### src/pts_pkg.sv
package pts_pkg;

	// =========================================================
	// status word field layout
	localparam int WORD_W = 16;
	localparam int DEC_MSB = 15;
	localparam int DEC_LSB = 8;
	localparam int DEC_W = 8;
	localparam int PTD_BIT = 7;
	localparam int VP_BIT = 6;
	localparam int ERR_W = 6;
	localparam int CRC_BIT = 5;
	localparam int SQE_BIT = 4;
	localparam int ALO_BIT = 3;
	localparam int BNI_BIT = 2;
	localparam int TELEGRAM_ERROR_FLAG_BIT = 1;
	localparam int STO_BIT = 0;
	localparam int ADDR_W = 16;

	// =========================================================
	// timing
	localparam int CLK_MHZ = 200;
	localparam int REPLY_TIMEOUT_NS = 42700; // 42.7 us
	localparam int REPLY_TIMEOUT_CYC = (REPLY_TIMEOUT_NS * CLK_MHZ) / 1000;
	localparam int TIMER_W = 16;

	localparam logic [ERR_W-1:0] ERR_NONE = 6'h00;
	localparam logic [ERR_W-1:0] ERR_TIMEOUT = 6'h01;
	localparam logic [DEC_W-1:0] DEC_ZERO = 8'h00;
	localparam logic [WORD_W-1:0] WORD_RST = 16'h0000;
	localparam logic [ADDR_W-1:0] ADDR_RST = 16'h0000;

	// =========================================================
	// port configuration carried with each event
	typedef struct packed {
		logic [ADDR_W-1:0] word_addr; // status word location in traffic memory
		logic source_port_flag;
		logic sink_port_flag;
		logic active;
		logic write_always_option;
	} port_cfg_t;

	// outcome of one transfer, reported by the telegram engine
	typedef struct packed {
		port_cfg_t cfg;
		logic ok;            // transfer successful
		logic mf_in_sf_slot; // master frame arrived while slave frame expected
		logic stored;        // received data went to traffic memory
		logic [ERR_W-1:0] errs;
	} xfer_event_t;

	typedef enum logic [1:0] {
		ST_IDLE = 2'b00,
		ST_READ = 2'b01,
		ST_CALC = 2'b11,
		ST_WRITE = 2'b10
	} upd_state_t;

endpackage

### src/port_status_update.sv
`timescale 1ns/1ps
`default_nettype none
module port_status_update
	import pts_pkg::*;
#(
	parameter int TIMEOUT_CYC = REPLY_TIMEOUT_CYC
) (
	input wire logic clk,
	input wire logic rst_n,
	input wire logic extended_line_diag_enable,
	input wire logic xfer_valid,
	input wire xfer_event_t xfer,
	input wire logic md_rx,
	input wire port_cfg_t md_cfg,
	input wire logic sd_rx,
	output logic busy,
	output logic tm_req,
	output logic tm_we,
	output logic [ADDR_W-1:0] tm_addr,
	output logic [WORD_W-1:0] tm_wdata,
	input wire logic [WORD_W-1:0] tm_rdata,
	input wire logic tm_ack,
	output logic upd_done,
	output logic [WORD_W-1:0] status_word,
	output logic tx_page,
	output logic rx_page,
	output logic port_temp_disabled
);

	// =========================================================
	// working registers
	upd_state_t state_r, state_nxt;
	xfer_event_t ev_r;
	port_cfg_t tcfg_r;
	logic [WORD_W-1:0] old_r;
	logic [WORD_W-1:0] new_nxt;
	logic timeout;
	logic take_xfer, take_to;
	logic sink_only;

	// =========================================================
	// reply timeout
	// timeout raises update
	reply_timer #(
		.TIMEOUT_CYC(TIMEOUT_CYC)
	) u_timer (
		.clk(clk),
		.rst_n(rst_n),
		.start(md_rx),
		.stop(sd_rx | xfer_valid),
		.expired(timeout)
	);


	// port info for the timeout event
	// held so a late expiry still names its port
	always_ff @(posedge clk or negedge rst_n) begin
		if (!rst_n) begin
			tcfg_r <= '0;
		end else if (md_rx) begin
			tcfg_r <= md_cfg;
		end
	end

	// =========================================================
	// event acceptance
	// inactive or mismatched frame ignored
	assign take_xfer = xfer_valid && (state_r == ST_IDLE) && xfer.cfg.active
		&& !xfer.mf_in_sf_slot && !extended_line_diag_enable;
	assign take_to = timeout && !xfer_valid && (state_r == ST_IDLE) && tcfg_r.active
		&& !extended_line_diag_enable;

	// timeout loses to a transfer in the same cycle
	// timeout event carries only the timeout flag
	always_ff @(posedge clk or negedge rst_n) begin
		if (!rst_n) begin
			ev_r <= '0;
		end else if (take_xfer) begin
			ev_r <= xfer;
		end else if (take_to) begin
			ev_r.cfg <= tcfg_r;
			ev_r.ok <= 1'b0;
			ev_r.mf_in_sf_slot <= 1'b0;
			ev_r.stored <= 1'b0;
			ev_r.errs <= ERR_TIMEOUT;
		end
	end


	// sink-only ports own the page toggle and disable
	assign sink_only = ev_r.cfg.sink_port_flag && !ev_r.cfg.source_port_flag;

	// =========================================================
	// new status word
	// built from the word read back, never from reset
	always_comb begin
		new_nxt = old_r;
		new_nxt[DEC_MSB:DEC_LSB] = old_r[DEC_MSB:DEC_LSB];
		new_nxt[ERR_W-1:0] = ev_r.ok ? ERR_NONE : ev_r.errs;
		new_nxt[PTD_BIT] = (old_r[DEC_MSB:DEC_LSB] != DEC_ZERO);
		if (sink_only && (ev_r.ok || (ev_r.stored && ev_r.cfg.write_always_option))) begin
			new_nxt[VP_BIT] = ~old_r[VP_BIT];
		end
	end

	// =========================================================
	// update sequencer
	// read, calc, write; back to idle on write ack
	always_comb begin
		state_nxt = state_r;
		unique case (state_r)
			ST_IDLE: begin
				if (take_xfer || take_to) begin
					state_nxt = ST_READ;
				end
			end
			ST_READ: begin
				if (tm_ack) begin
					state_nxt = ST_CALC;
				end
			end
			ST_CALC: begin
				// one cycle for the new word to settle
				state_nxt = ST_WRITE;
			end
			ST_WRITE: begin
				if (tm_ack) begin
					state_nxt = ST_IDLE;
				end
			end
		endcase
	end

	// state register
	always_ff @(posedge clk or negedge rst_n) begin
		if (!rst_n) begin
			state_r <= ST_IDLE;
		end else begin
			state_r <= state_nxt;
		end
	end


	// word content comes only from memory
	always_ff @(posedge clk or negedge rst_n) begin
		if (!rst_n) begin
			old_r <= WORD_RST;
		end else if (state_r == ST_READ && tm_ack) begin
			old_r <= tm_rdata;
		end
	end

	// =========================================================
	// traffic memory port
	// read-modify-write of word
	always_ff @(posedge clk or negedge rst_n) begin
		if (!rst_n) begin
			tm_req <= 1'b0;
			tm_we <= 1'b0;
			tm_addr <= ADDR_RST;
			tm_wdata <= WORD_RST;
		end else begin
			// read request on acceptance
			if (state_nxt == ST_READ && state_r == ST_IDLE) begin
				tm_req <= 1'b1;
				tm_we <= 1'b0;
				tm_addr <= take_xfer ? xfer.cfg.word_addr : tcfg_r.word_addr;
			// write request after one calc cycle
			end else if (state_r == ST_CALC) begin
				tm_req <= 1'b1;
				tm_we <= 1'b1;
				tm_wdata <= new_nxt;
			// drop request once answered
			end else if (tm_ack) begin
				tm_req <= 1'b0;
				tm_we <= 1'b0;
			end
		end
	end


	// busy tracks next state so events see it at once
	// done pulses one cycle after the write is acknowledged
	always_ff @(posedge clk or negedge rst_n) begin
		if (!rst_n) begin
			busy <= 1'b0;
			upd_done <= 1'b0;
		end else begin
			busy <= (state_nxt != ST_IDLE);
			upd_done <= (state_r == ST_WRITE) && tm_ack;
		end
	end

	// =========================================================
	// page selection and port disable
	// outputs only move when the write lands
	// so the host never sees a half-done word
	always_ff @(posedge clk or negedge rst_n) begin
		if (!rst_n) begin
			status_word <= WORD_RST;
			tx_page <= 1'b0;
			rx_page <= 1'b0;
			port_temp_disabled <= 1'b0;
		end else if (state_r == ST_WRITE && tm_ack) begin
			status_word <= tm_wdata;
			tx_page <= tm_wdata[VP_BIT];
			rx_page <= ~tm_wdata[VP_BIT];
			port_temp_disabled <= tm_wdata[PTD_BIT] && sink_only;
		end
	end

endmodule
`default_nettype wire

### src/reply_timer.sv
`timescale 1ns/1ps
`default_nettype none
module reply_timer
	import pts_pkg::*;
#(
	parameter int TIMEOUT_CYC = REPLY_TIMEOUT_CYC
) (
	input wire logic clk,
	input wire logic rst_n,
	input wire logic start,
	input wire logic stop,
	output logic expired
);

	logic [TIMER_W-1:0] cnt_r;
	logic run_r;
	localparam logic [TIMER_W-1:0] LAST = TIMER_W'(TIMEOUT_CYC - 1);

	// =========================================================
	// wait for slave delimiter after master delimiter
	always_ff @(posedge clk or negedge rst_n) begin
		if (!rst_n) begin
			cnt_r <= '0;
			run_r <= 1'b0;
			expired <= 1'b0;
		end else begin
			expired <= 1'b0;
			if (start) begin
				cnt_r <= '0;
				run_r <= 1'b1;
			end else if (stop) begin
				run_r <= 1'b0;
			end else if (run_r) begin
				if (cnt_r == LAST) begin
					run_r <= 1'b0;
					expired <= 1'b1;
				end else begin
					cnt_r <= cnt_r + 1'b1;
				end
			end
		end
	end

endmodule
`default_nettype wire

### config.mk
export PLATFORM = sky130hd
export DESIGN_NAME = port_status_update
export DESIGN_NICKNAME = d
export VERILOG_FILES = /design/src/pts_pkg.sv /design/src/port_status_update.sv /design/src/reply_timer.sv
export SDC_FILE = /design/constraint.sdc
export NUM_CORES = 1
export LEC_CHECK = 0
export BUFFER_PORTS_ARGS = -buffer_cell sky130_fd_sc_hd__buf_2
export CORE_MARGIN = 4
export CORE_UTILIZATION = 57
export CTS_CLUSTER_SIZE = 24
export DETAILED_ROUTE_END_ITERATION = 8
export MAX_ROUTING_LAYER = met4
export PLACE_DENSITY = 0.85
export SYNTH_ARGS = -nofsm -noshare
export SYNTH_HDL_FRONTEND = slang
export SYNTH_HIERARCHICAL = 1
export SYNTH_SLANG_ARGS = --single-unit
### constraint.sdc
create_clock -name clk -period 4.4 [get_ports clk]
set_input_delay 0.88 -clock clk [delete_from_list [all_inputs] [get_ports clk]]
set_output_delay 0.88 -clock clk [all_outputs]
set_load 0.03 [all_outputs]
==> results of run 1 <==
layout make-up:
class / count / area [um^2] / share of cell area, %
well taps: 108 / 135.1 / 2.162
repair buffers: 123 / 640.6 / 10.25
multi-input cells: 267 / 1982 / 31.71
inverters: 18 / 67.56 / 1.081
clock inverters: 9 / 105.1 / 1.682
clock buffers: 23 / 466.7 / 7.467
flip-flops and latches: 114 / 2853 / 45.65
cells in the mapped netlist, types with 2 or more instances:
cell type    n  share of area (%)
and4bb_2     2               0.50
mux2_2      56                 12
nand4_1      2               0.25
a31o_2       7                1.2
a31oi_1     17                2.1
nor2_1      18                1.3
nand2_1     16                1.2
clkbuf_1    17                1.3
a311o_1      3               0.59
buf_6        3               0.67
or4_1        3               0.45
and3_1       5               0.62
or3_1        3               0.37
nand3_1     19                1.9
nor3_1      30                3.0
or2_2        3               0.37
buf_2        5               0.50
nor4_2       3               0.74
nor2b_1      2               0.25
nand3b_1     3               0.45
dfrtp_1    114                 56
o2111ai_1    2               0.35
o21ai_0     25                2.5
nand2b_1     8               0.99
xor2_1       2               0.35
inv_1       18                1.3
xnor2_1      7                1.2
a21oi_1      6               0.59
state kept, by name, summed over array words and instances (netlist names):
register / count
state_r: 2
u_timer/cnt_r: 16
ev_r: 11
rx_page: 1
tm_req: 1
u_timer/run_r: 1
port_temp_disabled: 1
u_timer/expired: 1
upd_done: 1
old_r: 9
tm_wdata: 16
tm_we: 1
tcfg_r: 20
status_word: 16
tm_addr: 16
busy: 1
through the flow:
step	instance area (um^2)	cells	utilization, %	power, W	setup WS, ps
6_report	6250	662	72.02	0.004178	2238
5_1_grt	6250	662	72.02	0.004394	2109
3_3_place_gp	5678	630	65.43	0.002838	1754
3_5_place_dp	5678	630	65.43	0.002898	1755
2_1_floorplan	5050	427	-	0.002487	2094
4_1_cts	6250	662	72.02	0.004214	2272
cell families (layout without fill, tap and decap cells):
group           count (synthesis)  count (layout)  synth area share, %
compound gates                 65              65                8.226
xor+xnor                        9               9                1.561
fa+ha+maj                       1               1               0.2477
buf+inv                        46             173                4.261
flops                         114             114                56.49
mux                            58              58                12.98
simple gates                  134             134                16.23
layer usage:
metal  global-route usage [%]  wire [um]  vias to the layer above
li1                         -          -                     1768
met1                    29.66       4602                     1897
met2                    36.63       5809                      158
met3                    6.485        782                       23
met4                    8.073        163                        0
met5                        -          0                        -
power breakdown:
group          internal (W)  switching, W
sequential          0.00139      0.000226
combinational      0.000465      0.000805
clock              0.000847      0.000447
total               0.00270       0.00148
how the worst min path moves through the flow:
stage,startpoint,endpoint,slack [ps],cells after the start
2_1_floorplan,tcfg_r[0],tcfg_r[0],470,1
3_3_place_gp,status_word[7],status_word[7],460,2
3_5_place_dp,status_word[7],status_word[7],470,2
4_1_cts,rst_n,status_word[10],470,2
5_1_grt,rst_n,status_word[10],490,2
6_report,rst_n,status_word[10],450,2
worst max-delay path, cell delays in order, from the launching register on:
cell and delay, ps:
dfrtp_1 480, and4bb_2 670, nand2_1 430, a311o_1 460
==> summary.md, run 1 <==
| Metric | Value |
|---|---|
| Via count | about 3800 |
| Flops & latches, synth | 114 |
| Fin. max-slew vios | 0 |
| Routability cong. | ~0.85 |
| Shortest period the worst path allows | approximately 2200 ps |
| Die width | just over 100 um |
| Slew headroom | roughly a third |
| Drt pass-1 iters | 4 |
| Leakage | slightly below 3 nW |
| Overall routed net length | 11.36 mm |
| Fmax | ~460 MHz |
| Mapped Area | around 5000 um^2 |
| Crit share post-route | roughly half |
| Pwr/cell area | 668.5 nW/um^2 |
| Most used DFF post-synth | dfrtp_1 |
| Post-synthesis net count | 500 |
| DIE AREA | 10430 um^2 |
| Avg WL per Cell | 17.16 um |
| Syn-to-layout area delta | 23.76% |
| Worst R2R Path Depth | 3 |
| Avg Vias per Cell | slightly below 6 |
| I/O pin total | between 100 and 150 |
| Crit path capture type | flip-flop |
| Number of synthesized flops with an enable pin | 0 |
| Hold Path Class | in -> async |
| Skew final | slightly above 6 ps |
| RSZ-0062 raised after global routing | false |
| Synth warn | 6 |
| Dpl hpwl | ~7.6 mm |
| Max Cap Viol | 0 |
| Clk sinks | around 110 |
| Beginning of the critical path | state_r[0] |
| Crit Path Max Fanout | 22 |
| Most frequent cells in the layout | 118 x buf_2, 114 x dfrtp_1, 56 x mux2_2 |
| Filler instances | 609 |
| Final setup viols | 0 |
| Worst Tran Pin Value | 1026 ps |
| ANT cells | 0 |
| Port bufs | about 120 |
| ANT nets after route | 0 |
| Detailed-route DRC error count | 0 |
| CP Capture Point | ev_r[11] |
| Global-route total usage across every layer | roughly a quarter |
| First-pass GRT wire length | roughly 18 mm |
| Clk Latency, worst-skew pair | 500 ps |
| Total gr overflow | 0 |
| Syn_area_per_cell | 11.83 um^2 |
| Fraction of layout cells with a size suffix above 1 | between 40% and 50% |
| Worst EP required | 4780 ps |
| Status | complete, no violations |
| Drt first-iter violations | between 150 and 200 |
| Setup TNS Final | 0 ps |
| Hold WS | approximately 450 ps |
| Hold Buf Count CTS | 0 |
| R2R Setup Slk | ~2200 ps |
| CTS Root Cell | clkbuf_8 |
| Reg-to-Reg Start | state_r[0] |
| Element type at the critical path start | flip-flop |
| Number of buffers created by CTS | 17 |
| Largest net degree at the start of global routing | 115 |
| Initial antenna violation count | 0 |
| Number of global-route vias before repair | 3755 |
| CTS Buffer Depth | 2 |
| Netlist cell types | 56 |
| Syn Inst Count | ~430 |
| Peak supply drop | ~0.36 mV |
| Fin nets | 614 |
| Initial Util | between 50% and 60% |
| WP data arrival | 2540 ps |
| H-tree Lvls | 4 |
| Critical path class | reg -> reg |
| Row Count | 34 |
| Commonest non-fill, non-tap cell in the layout | buf_2 |
| Die Y | around 100 um |
| Register area share after synthesis | a little under three fifths |
| # resized after CTS | 0 |
| Final hold vios | 0 |
| Core footprint | 8678 um^2 |
| Clk slew on worst S/H paths | around 50 ps |
| Reg-to-Reg End | ev_r[11] |
| Synth async-reset ratio | 100.0% |
| Post-CTS Setup Bufs | 0 |
| TritonCTS clock tree | built |
Note: power is estimated with default switching activity, not from simulation.
==> run 2, diff against run 1 <==
Settings changed: CORE_UTILIZATION 57 to 48, PLACE_DENSITY 0.85 to 0.76.
Clock period 4.4 ns to 1.75 ns, I/O delays scaled along.
==> run 2 against run 1 <==
  * Fmax increased by 31%
  * Wire length is 7.7% higher
  * Clock skew is 2.0 ps higher
  * Clock power increased to 2.8 times the previous value
  * Combinational power rose to 2.6 times the previous value
  * Critical path type unchanged
  * Largest power group unchanged
==> summary.md, run 2 (same netlist as run 1, synthesis figures left out) <==
| Metric | Value |
|---|---|
| Most frequent cells in the layout | 118 x buf_2, 114 x dfrtp_1, 56 x mux2_2 (unchanged) |
| Biggest register | tcfg_r (unchanged) |
| Die Y | 110.6 um (was 102.1 um) |
| Via count | 3955 (was 3846) |
| Skew final | 8.094 ps (was 6.075 ps) |
| RSZ-0062 raised after global routing | false (unchanged) |
| Core footprint | 10280 um^2 (was 8678 um^2) |
| Max Cap Viol | 0 (unchanged) |
| Initial Util | 49.14% (was 58.19%) |
| Area after DPL | 5924 um^2 (was 5678 um^2) |
| Avg Vias per Cell | 5.547 (was 5.810) |
| Clk slew on worst S/H paths | 60 ps (was 50 ps) |
| Routability cong. | 0.8441 (was 0.8520) |
| Row Count | 37 (was 34) |
| Die width | 110.6 um (was 102.1 um) |
| H-tree Lvls | 4 (unchanged) |
| CTS Root Cell | clkbuf_8 (unchanged) |
| Largest net degree at the start of global routing | 53 (was 115) |
| Global-route total usage across every layer | 20.99% (was 23.46%) |
| Dpl hpwl | 8.313 mm (was 7.575 mm) |
| Number of global-route vias before repair | 4082 (was 3755) |
| Pwr/cell area | 1678 nW/um^2 (was 668.5 nW/um^2) |
| Fmax | 607.9 MHz (was 462.5 MHz) |
| ANT nets after route | 0 (unchanged) |
| Initial antenna violation count | 0 (unchanged) |
| Final hold vios | 0 (unchanged) |
| Avg WL per Cell | 17.15 um (was 17.16 um) |
| Crit path capture type | flip-flop (unchanged) |
| Detailed-route DRC error count | 0 (unchanged) |
| Commonest non-fill, non-tap cell in the layout | buf_2 (unchanged) |
| Leakage | 3.084 nW (was 2.926 nW) |
| Clk Latency, worst-skew pair | 510 ps (was 500 ps) |
| Status | complete, no violations (unchanged) |
| ANT cells | 0 (unchanged) |
| Crit Path Max Fanout | 4 (was 22) |
| Overall routed net length | 12.23 mm (was 11.36 mm) |
| Number of buffers created by CTS | 17 (unchanged) |
| TritonCTS clock tree | built (unchanged) |
| Final setup viols | 0 (unchanged) |
| Drt pass-1 iters | 4 (unchanged) |
| Design Area, Final | 6569 um^2 (was 6250 um^2) |
| Fin nets | 637 (was 614) |
| Peak supply drop | 0.9317 mV (was 0.3583 mV) |
| Shortest period the worst path allows | 1645 ps (was 2162 ps) |
| Fin. max-slew vios | 0 (unchanged) |
| First-pass GRT wire length | 20.18 mm (was 18.31 mm) |
| DIE AREA | 12230 um^2 (was 10430 um^2) |
| Syn-to-layout area delta | 30.08% (was 23.76%) |
| CTS Buffer Depth | 2 (unchanged) |
| Port bufs | 119 (unchanged) |
| Fraction of layout cells with a size suffix above 1 | 45.23% (was 42.24%) |
| Crit share post-route | 94.01% (was 49.14%) |
| Worst EP required | 2140 ps (was 4780 ps) |
| Element type at the critical path start | flip-flop (unchanged) |
| Clk sinks | 114 (unchanged) |
| WP data arrival | 2040 ps (was 2540 ps) |
| Post-CTS Setup Bufs | 0 (unchanged) |
| Hold WS | 69.84 ps (was 449.5 ps) |
| Total gr overflow | 0 (unchanged) |
| Worst Tran Pin Value | 496.7 ps (was 1026 ps) |
| Slew headroom | 66.89% (was 31.62%) |
| Critical path class | reg -> reg (unchanged) |
| Max FFs per register | 20 (unchanged) |
| Drt first-iter violations | 272 (was 160) |
| Hold Path Class | in -> reg (was in -> async) |
| I/O pin total | 127 (unchanged) |
## run 2: changes by cell type in the layout (fill, tap and decap cells not counted), moves of 2 or more
cell	delta
buf_4	+19
inv_6	+4
buf_12	+3
clkbuf_1	-3
clkinv_2	-3
bufinv_16	+2
clkbuf_8	-2
## run 2: per-stage QoR
| step | total power (W) | util [%] | instances | setup TNS, ps | setup slack, ps |
|---|---|---|---|---|---|
| floorplan | 0.006255 | - | 427 | 0 | 35.27 |
| global placement | 0.007237 | 57.65 | 680 | -200.0 | -67.43 |
| detailed placement | 0.007378 | 57.65 | 680 | -1114 | -113.3 |
| CTS | 0.01111 | 63.87 | 713 | 0 | 10.94 |
| global route | 0.01155 | 63.92 | 713 | 0 | 33.41 |
| finish | 0.01102 | 63.92 | 713 | 0 | 104.9 |
## run 2: path summary, 6_finish.rpt
check / end / slack, ps / startpoint / cells past startpoint
min: tcfg_r[10] / 70 / md_cfg[10] / 2
max reg2reg: u_timer/cnt_r[2] / 100 / u_timer/cnt_r[0] / 5
min reg2reg: status_word[7] / 490 / status_word[7] / 2
max: u_timer/cnt_r[2] / 100 / u_timer/cnt_r[0] / 5
min in group asynchronous: status_word[4] / 190 / rst_n / 2
max in group asynchronous: status_word[0] / 980 / rst_n / 3
## run 2: final cells by class
class | instances | area [um^2]
clock buffers | 18 | 427.9
fillers | 793 | 3709
multi-input cells | 267 | 1996
repair buffers | 146 | 853.3
flip-flops and latches | 114 | 2853
inverters | 18 | 67.56
well taps | 136 | 170.2
clock inverters | 14 | 201.4
## run 2: worst max-delay path: stages, from the launching register on
cell,delay (ps)
dfrtp_1,400
ha_1,250
nor4b_4,260
nand4_1,170
nor2b_4,170
mux2_4,280
## run 2: power breakdown
part | internal, W | switching (W)
clock | 0.00237 | 0.00129
combinational | 0.00124 | 0.00209
sequential | 0.00349 | 0.000546
## run 2: timing repair
action | CTS | global route
setup endpoints to repair | 0 | 19
hold buffers | 1 | 0
resized for setup | 0 | 3
endpoints found under the hold margin | 114 | 0
## run 2: routing by layer
metal,wire length [um],part of all wire [%],global-route usage [%],up-vias
li1,-,-,-,1805
met1,5050,41,25.63,1989
met2,6243,51,33.86,149
met3,766,6.3,5.808,12
met4,167,1.4,7.061,0
met5,0,0,-,-
==> run 3, diff against run 2 <==
Settings changed: RECOVER_POWER set to 100.
==> run 3 against run 2 <==
  * Total power down 1.5%
  * Setup slack worse by 26 ps
  * Wire length up 0.94%
  * Sequential cell count unchanged
  * Fmax down 1.5%
  * Utilization down 1.5 points
  * Highest routed layer unchanged
==> summary.md, run 3 (same netlist as run 1, synthesis figures left out) <==
| Metric | Value |
|---|---|
| Status | complete, no violations (unchanged) |
| Combinational power share | 28.9% (was 30.2%) |
| Largest net degree at the start of global routing | 53 (unchanged) |
| Via count | 3932 (was 3955) |
| Met2 Resource Use GR | 33.86% (unchanged) |
| Layer with the highest usage | met2 (unchanged) |
| Row Count | 37 (unchanged) |
| Most frequent cells in the layout | 114 x dfrtp_1, 63 x buf_2, 61 x clkbuf_1 (was 118 x buf_2, 114 x dfrtp_1, 56 x mux2_2) |
| Avg WL per Cell | 17.31 um (was 17.15 um) |
| Pwr/cell area | 1694 nW/um^2 (was 1678 nW/um^2) |
| ANT cells | 0 (unchanged) |
| First-pass GRT wire length | 20.18 mm (unchanged) |
| Clk slew on worst S/H paths | 60 ps (about the same) |
| Clk pwr share | 33.8% (was 33.2%) |
| Overall routed net length | 12.34 mm (was 12.23 mm) |
| Biggest register | tcfg_r (unchanged) |
| RSZ-0062 raised after global routing | false (unchanged) |
| Die Y | 110.6 um (unchanged) |
| Clk sinks | 114 (unchanged) |
| Global routing usage on met1 | 25.63% (unchanged) |
| Sw Share | 36.41% (was 35.63%) |
| Final setup viols | 0 (unchanged) |
| Cell Int Power | 0.006906 W (was 0.007097 W) |
| Hold WS | 68.55 ps (was 69.84 ps) |
| Fraction of layout cells with a size suffix above 1 | 34.14% (was 45.23%) |
| TritonCTS clock tree | built (unchanged) |
| I/O pin total | 127 (unchanged) |
| Syn-to-layout area delta | 26.96% (was 30.08%) |
| Skew final | 8.126 ps (was 8.094 ps) |
| Number of global-route vias before repair | 4082 (unchanged) |
| Dpl hpwl | 8.313 mm (unchanged) |
| Worst Tran Pin Value | 1015 ps (was 496.7 ps) |
| Drt pass-1 iters | 4 (unchanged) |
| Layout Cells excl Fill | 713 (unchanged) |
| Max Cap Viol | 0 (unchanged) |
| H-tree Lvls | 4 (unchanged) |
| Slew headroom | 32.34% (was 66.89%) |
| Critical path class | reg -> reg (unchanged) |
| Initial Util | 49.14% (unchanged) |
| Crit Path Max Fanout | 4 (unchanged) |
| Initial antenna violation count | 0 (unchanged) |
| Number of buffers created by CTS | 17 (unchanged) |
| Element type at the critical path start | flip-flop (unchanged) |
| Detailed-route DRC error count | 0 (unchanged) |
| Final hold vios | 0 (unchanged) |
| Leakage | 2.862 nW (was 3.084 nW) |
| Drt first-iter violations | 260 (was 272) |
| ANT nets after route | 0 (unchanged) |
| Met3 usage | 5.808% (unchanged) |
| Crit share post-route | 95.47% (was 94.01%) |
| Sequential Power Share | 37.3% (was 36.6%) |
| Clk Latency, worst-skew pair | 510 ps (about the same) |
| Total gr overflow | 0 (unchanged) |
| Hold Path Class | in -> reg (unchanged) |
| Routability cong. | 0.8441 (unchanged) |
| CTS Root Cell | clkbuf_8 (unchanged) |
| Fin nets | 637 (unchanged) |
| DIE AREA | 12230 um^2 (unchanged) |
| Core footprint | 10280 um^2 (unchanged) |
| Commonest non-fill, non-tap cell in the layout | dfrtp_1 (was buf_2) |
| Global-route total usage across every layer | 20.99% (unchanged) |
| CTS Buffer Depth | 2 (unchanged) |
| WP data arrival | 2060 ps (was 2040 ps) |
| Fin. max-slew vios | 0 (unchanged) |
| Shortest period the worst path allows | 1671 ps (was 1645 ps) |
| Final core occ | 62.38% (was 63.92%) |
| Fmax | 598.6 MHz (was 607.9 MHz) |
| Die width | 110.6 um (unchanged) |
| Worst EP required | 2140 ps (about the same) |
| Placed Cells | 680 (unchanged) |
| Crit path capture type | flip-flop (unchanged) |
| Port bufs | 119 (unchanged) |
| Peak supply drop | 0.9207 mV (was 0.9317 mV) |
| Setup TNS Final | 0 ps (unchanged) |
| Avg Vias per Cell | 5.515 (was 5.547) |
| Max FFs per register | 20 (unchanged) |
| Switch Pwr | 0.003954 W (was 0.003928 W) |
[run 3: timing repair]
action / CTS / global route
endpoints found under the setup margin: 0 / 19
setup buffers: 0 / 0
hold buffers: 1 / 0
gates resized for setup: 0 / 3
hold endpoints to repair: 114 / 0
[run 3: layer usage]
| metal | vias to the layer above | part of all wire [%] |
|---|---|---|
| met1 | 1950 | 42 |
| met5 | - | 0 |
| met3 | 13 | 6.4 |
| met4 | 0 | 1.5 |
| li1 | 1808 | - |
| met2 | 161 | 51 |
[run 3: final cells by class]
cell class	instances	area, um^2
clock buffer	18	427.9
clock inverter	14	201.4
fill	851	3866
inverter	18	67.56
multi-input combinational	267	1979
sequential	114	2853
tap	136	170.2
timing repair buffer	146	711.9
[run 3: stage by stage]
step,setup WS (ps),total power (W),cell area [um^2]
after global routing,22.42,0.01139,6411
after global placement,-67.43,0.007237,5924
final,79.30,0.01086,6411
after CTS,10.94,0.01111,6564
after detailed placement,-113.3,0.007378,5924
after floorplan,35.27,0.006255,5059
[run 3: worst max-delay path, stage by stage, from the launching register on]
cell and delay, ps:
dfrtp_1 410, ha_1 250, nor4b_4 250, nand4_1 160, nor2b_2 200, mux2_4 280
[run 3: worst paths after layout]
kind,cells past startpoint,start,slack (ps),endpoint
worst max-delay path,5,u_timer/cnt_r[0],80,u_timer/cnt_r[2]
worst min-delay path,2,md_cfg[10],70,tcfg_r[10]
worst max register to register,5,u_timer/cnt_r[0],80,u_timer/cnt_r[2]
worst min register to register,1,tcfg_r[0],500,tcfg_r[0]
max in group asynchronous,3,rst_n,530,tcfg_r[4]
min in group asynchronous,2,rst_n,210,status_word[4]
[run 3: power by group through the flow]
stage	Combinational (W)	Clock, W	Sequential [W]
2_1_floorplan	0.00121	0	0.00504
6_report	0.00314	0.00367	0.00405
3_3_place_gp	0.00324	0	0.00400
5_1_grt	0.00338	0.00385	0.00416
4_1_cts	0.00336	0.00371	0.00403
3_5_place_dp	0.00334	0	0.00404
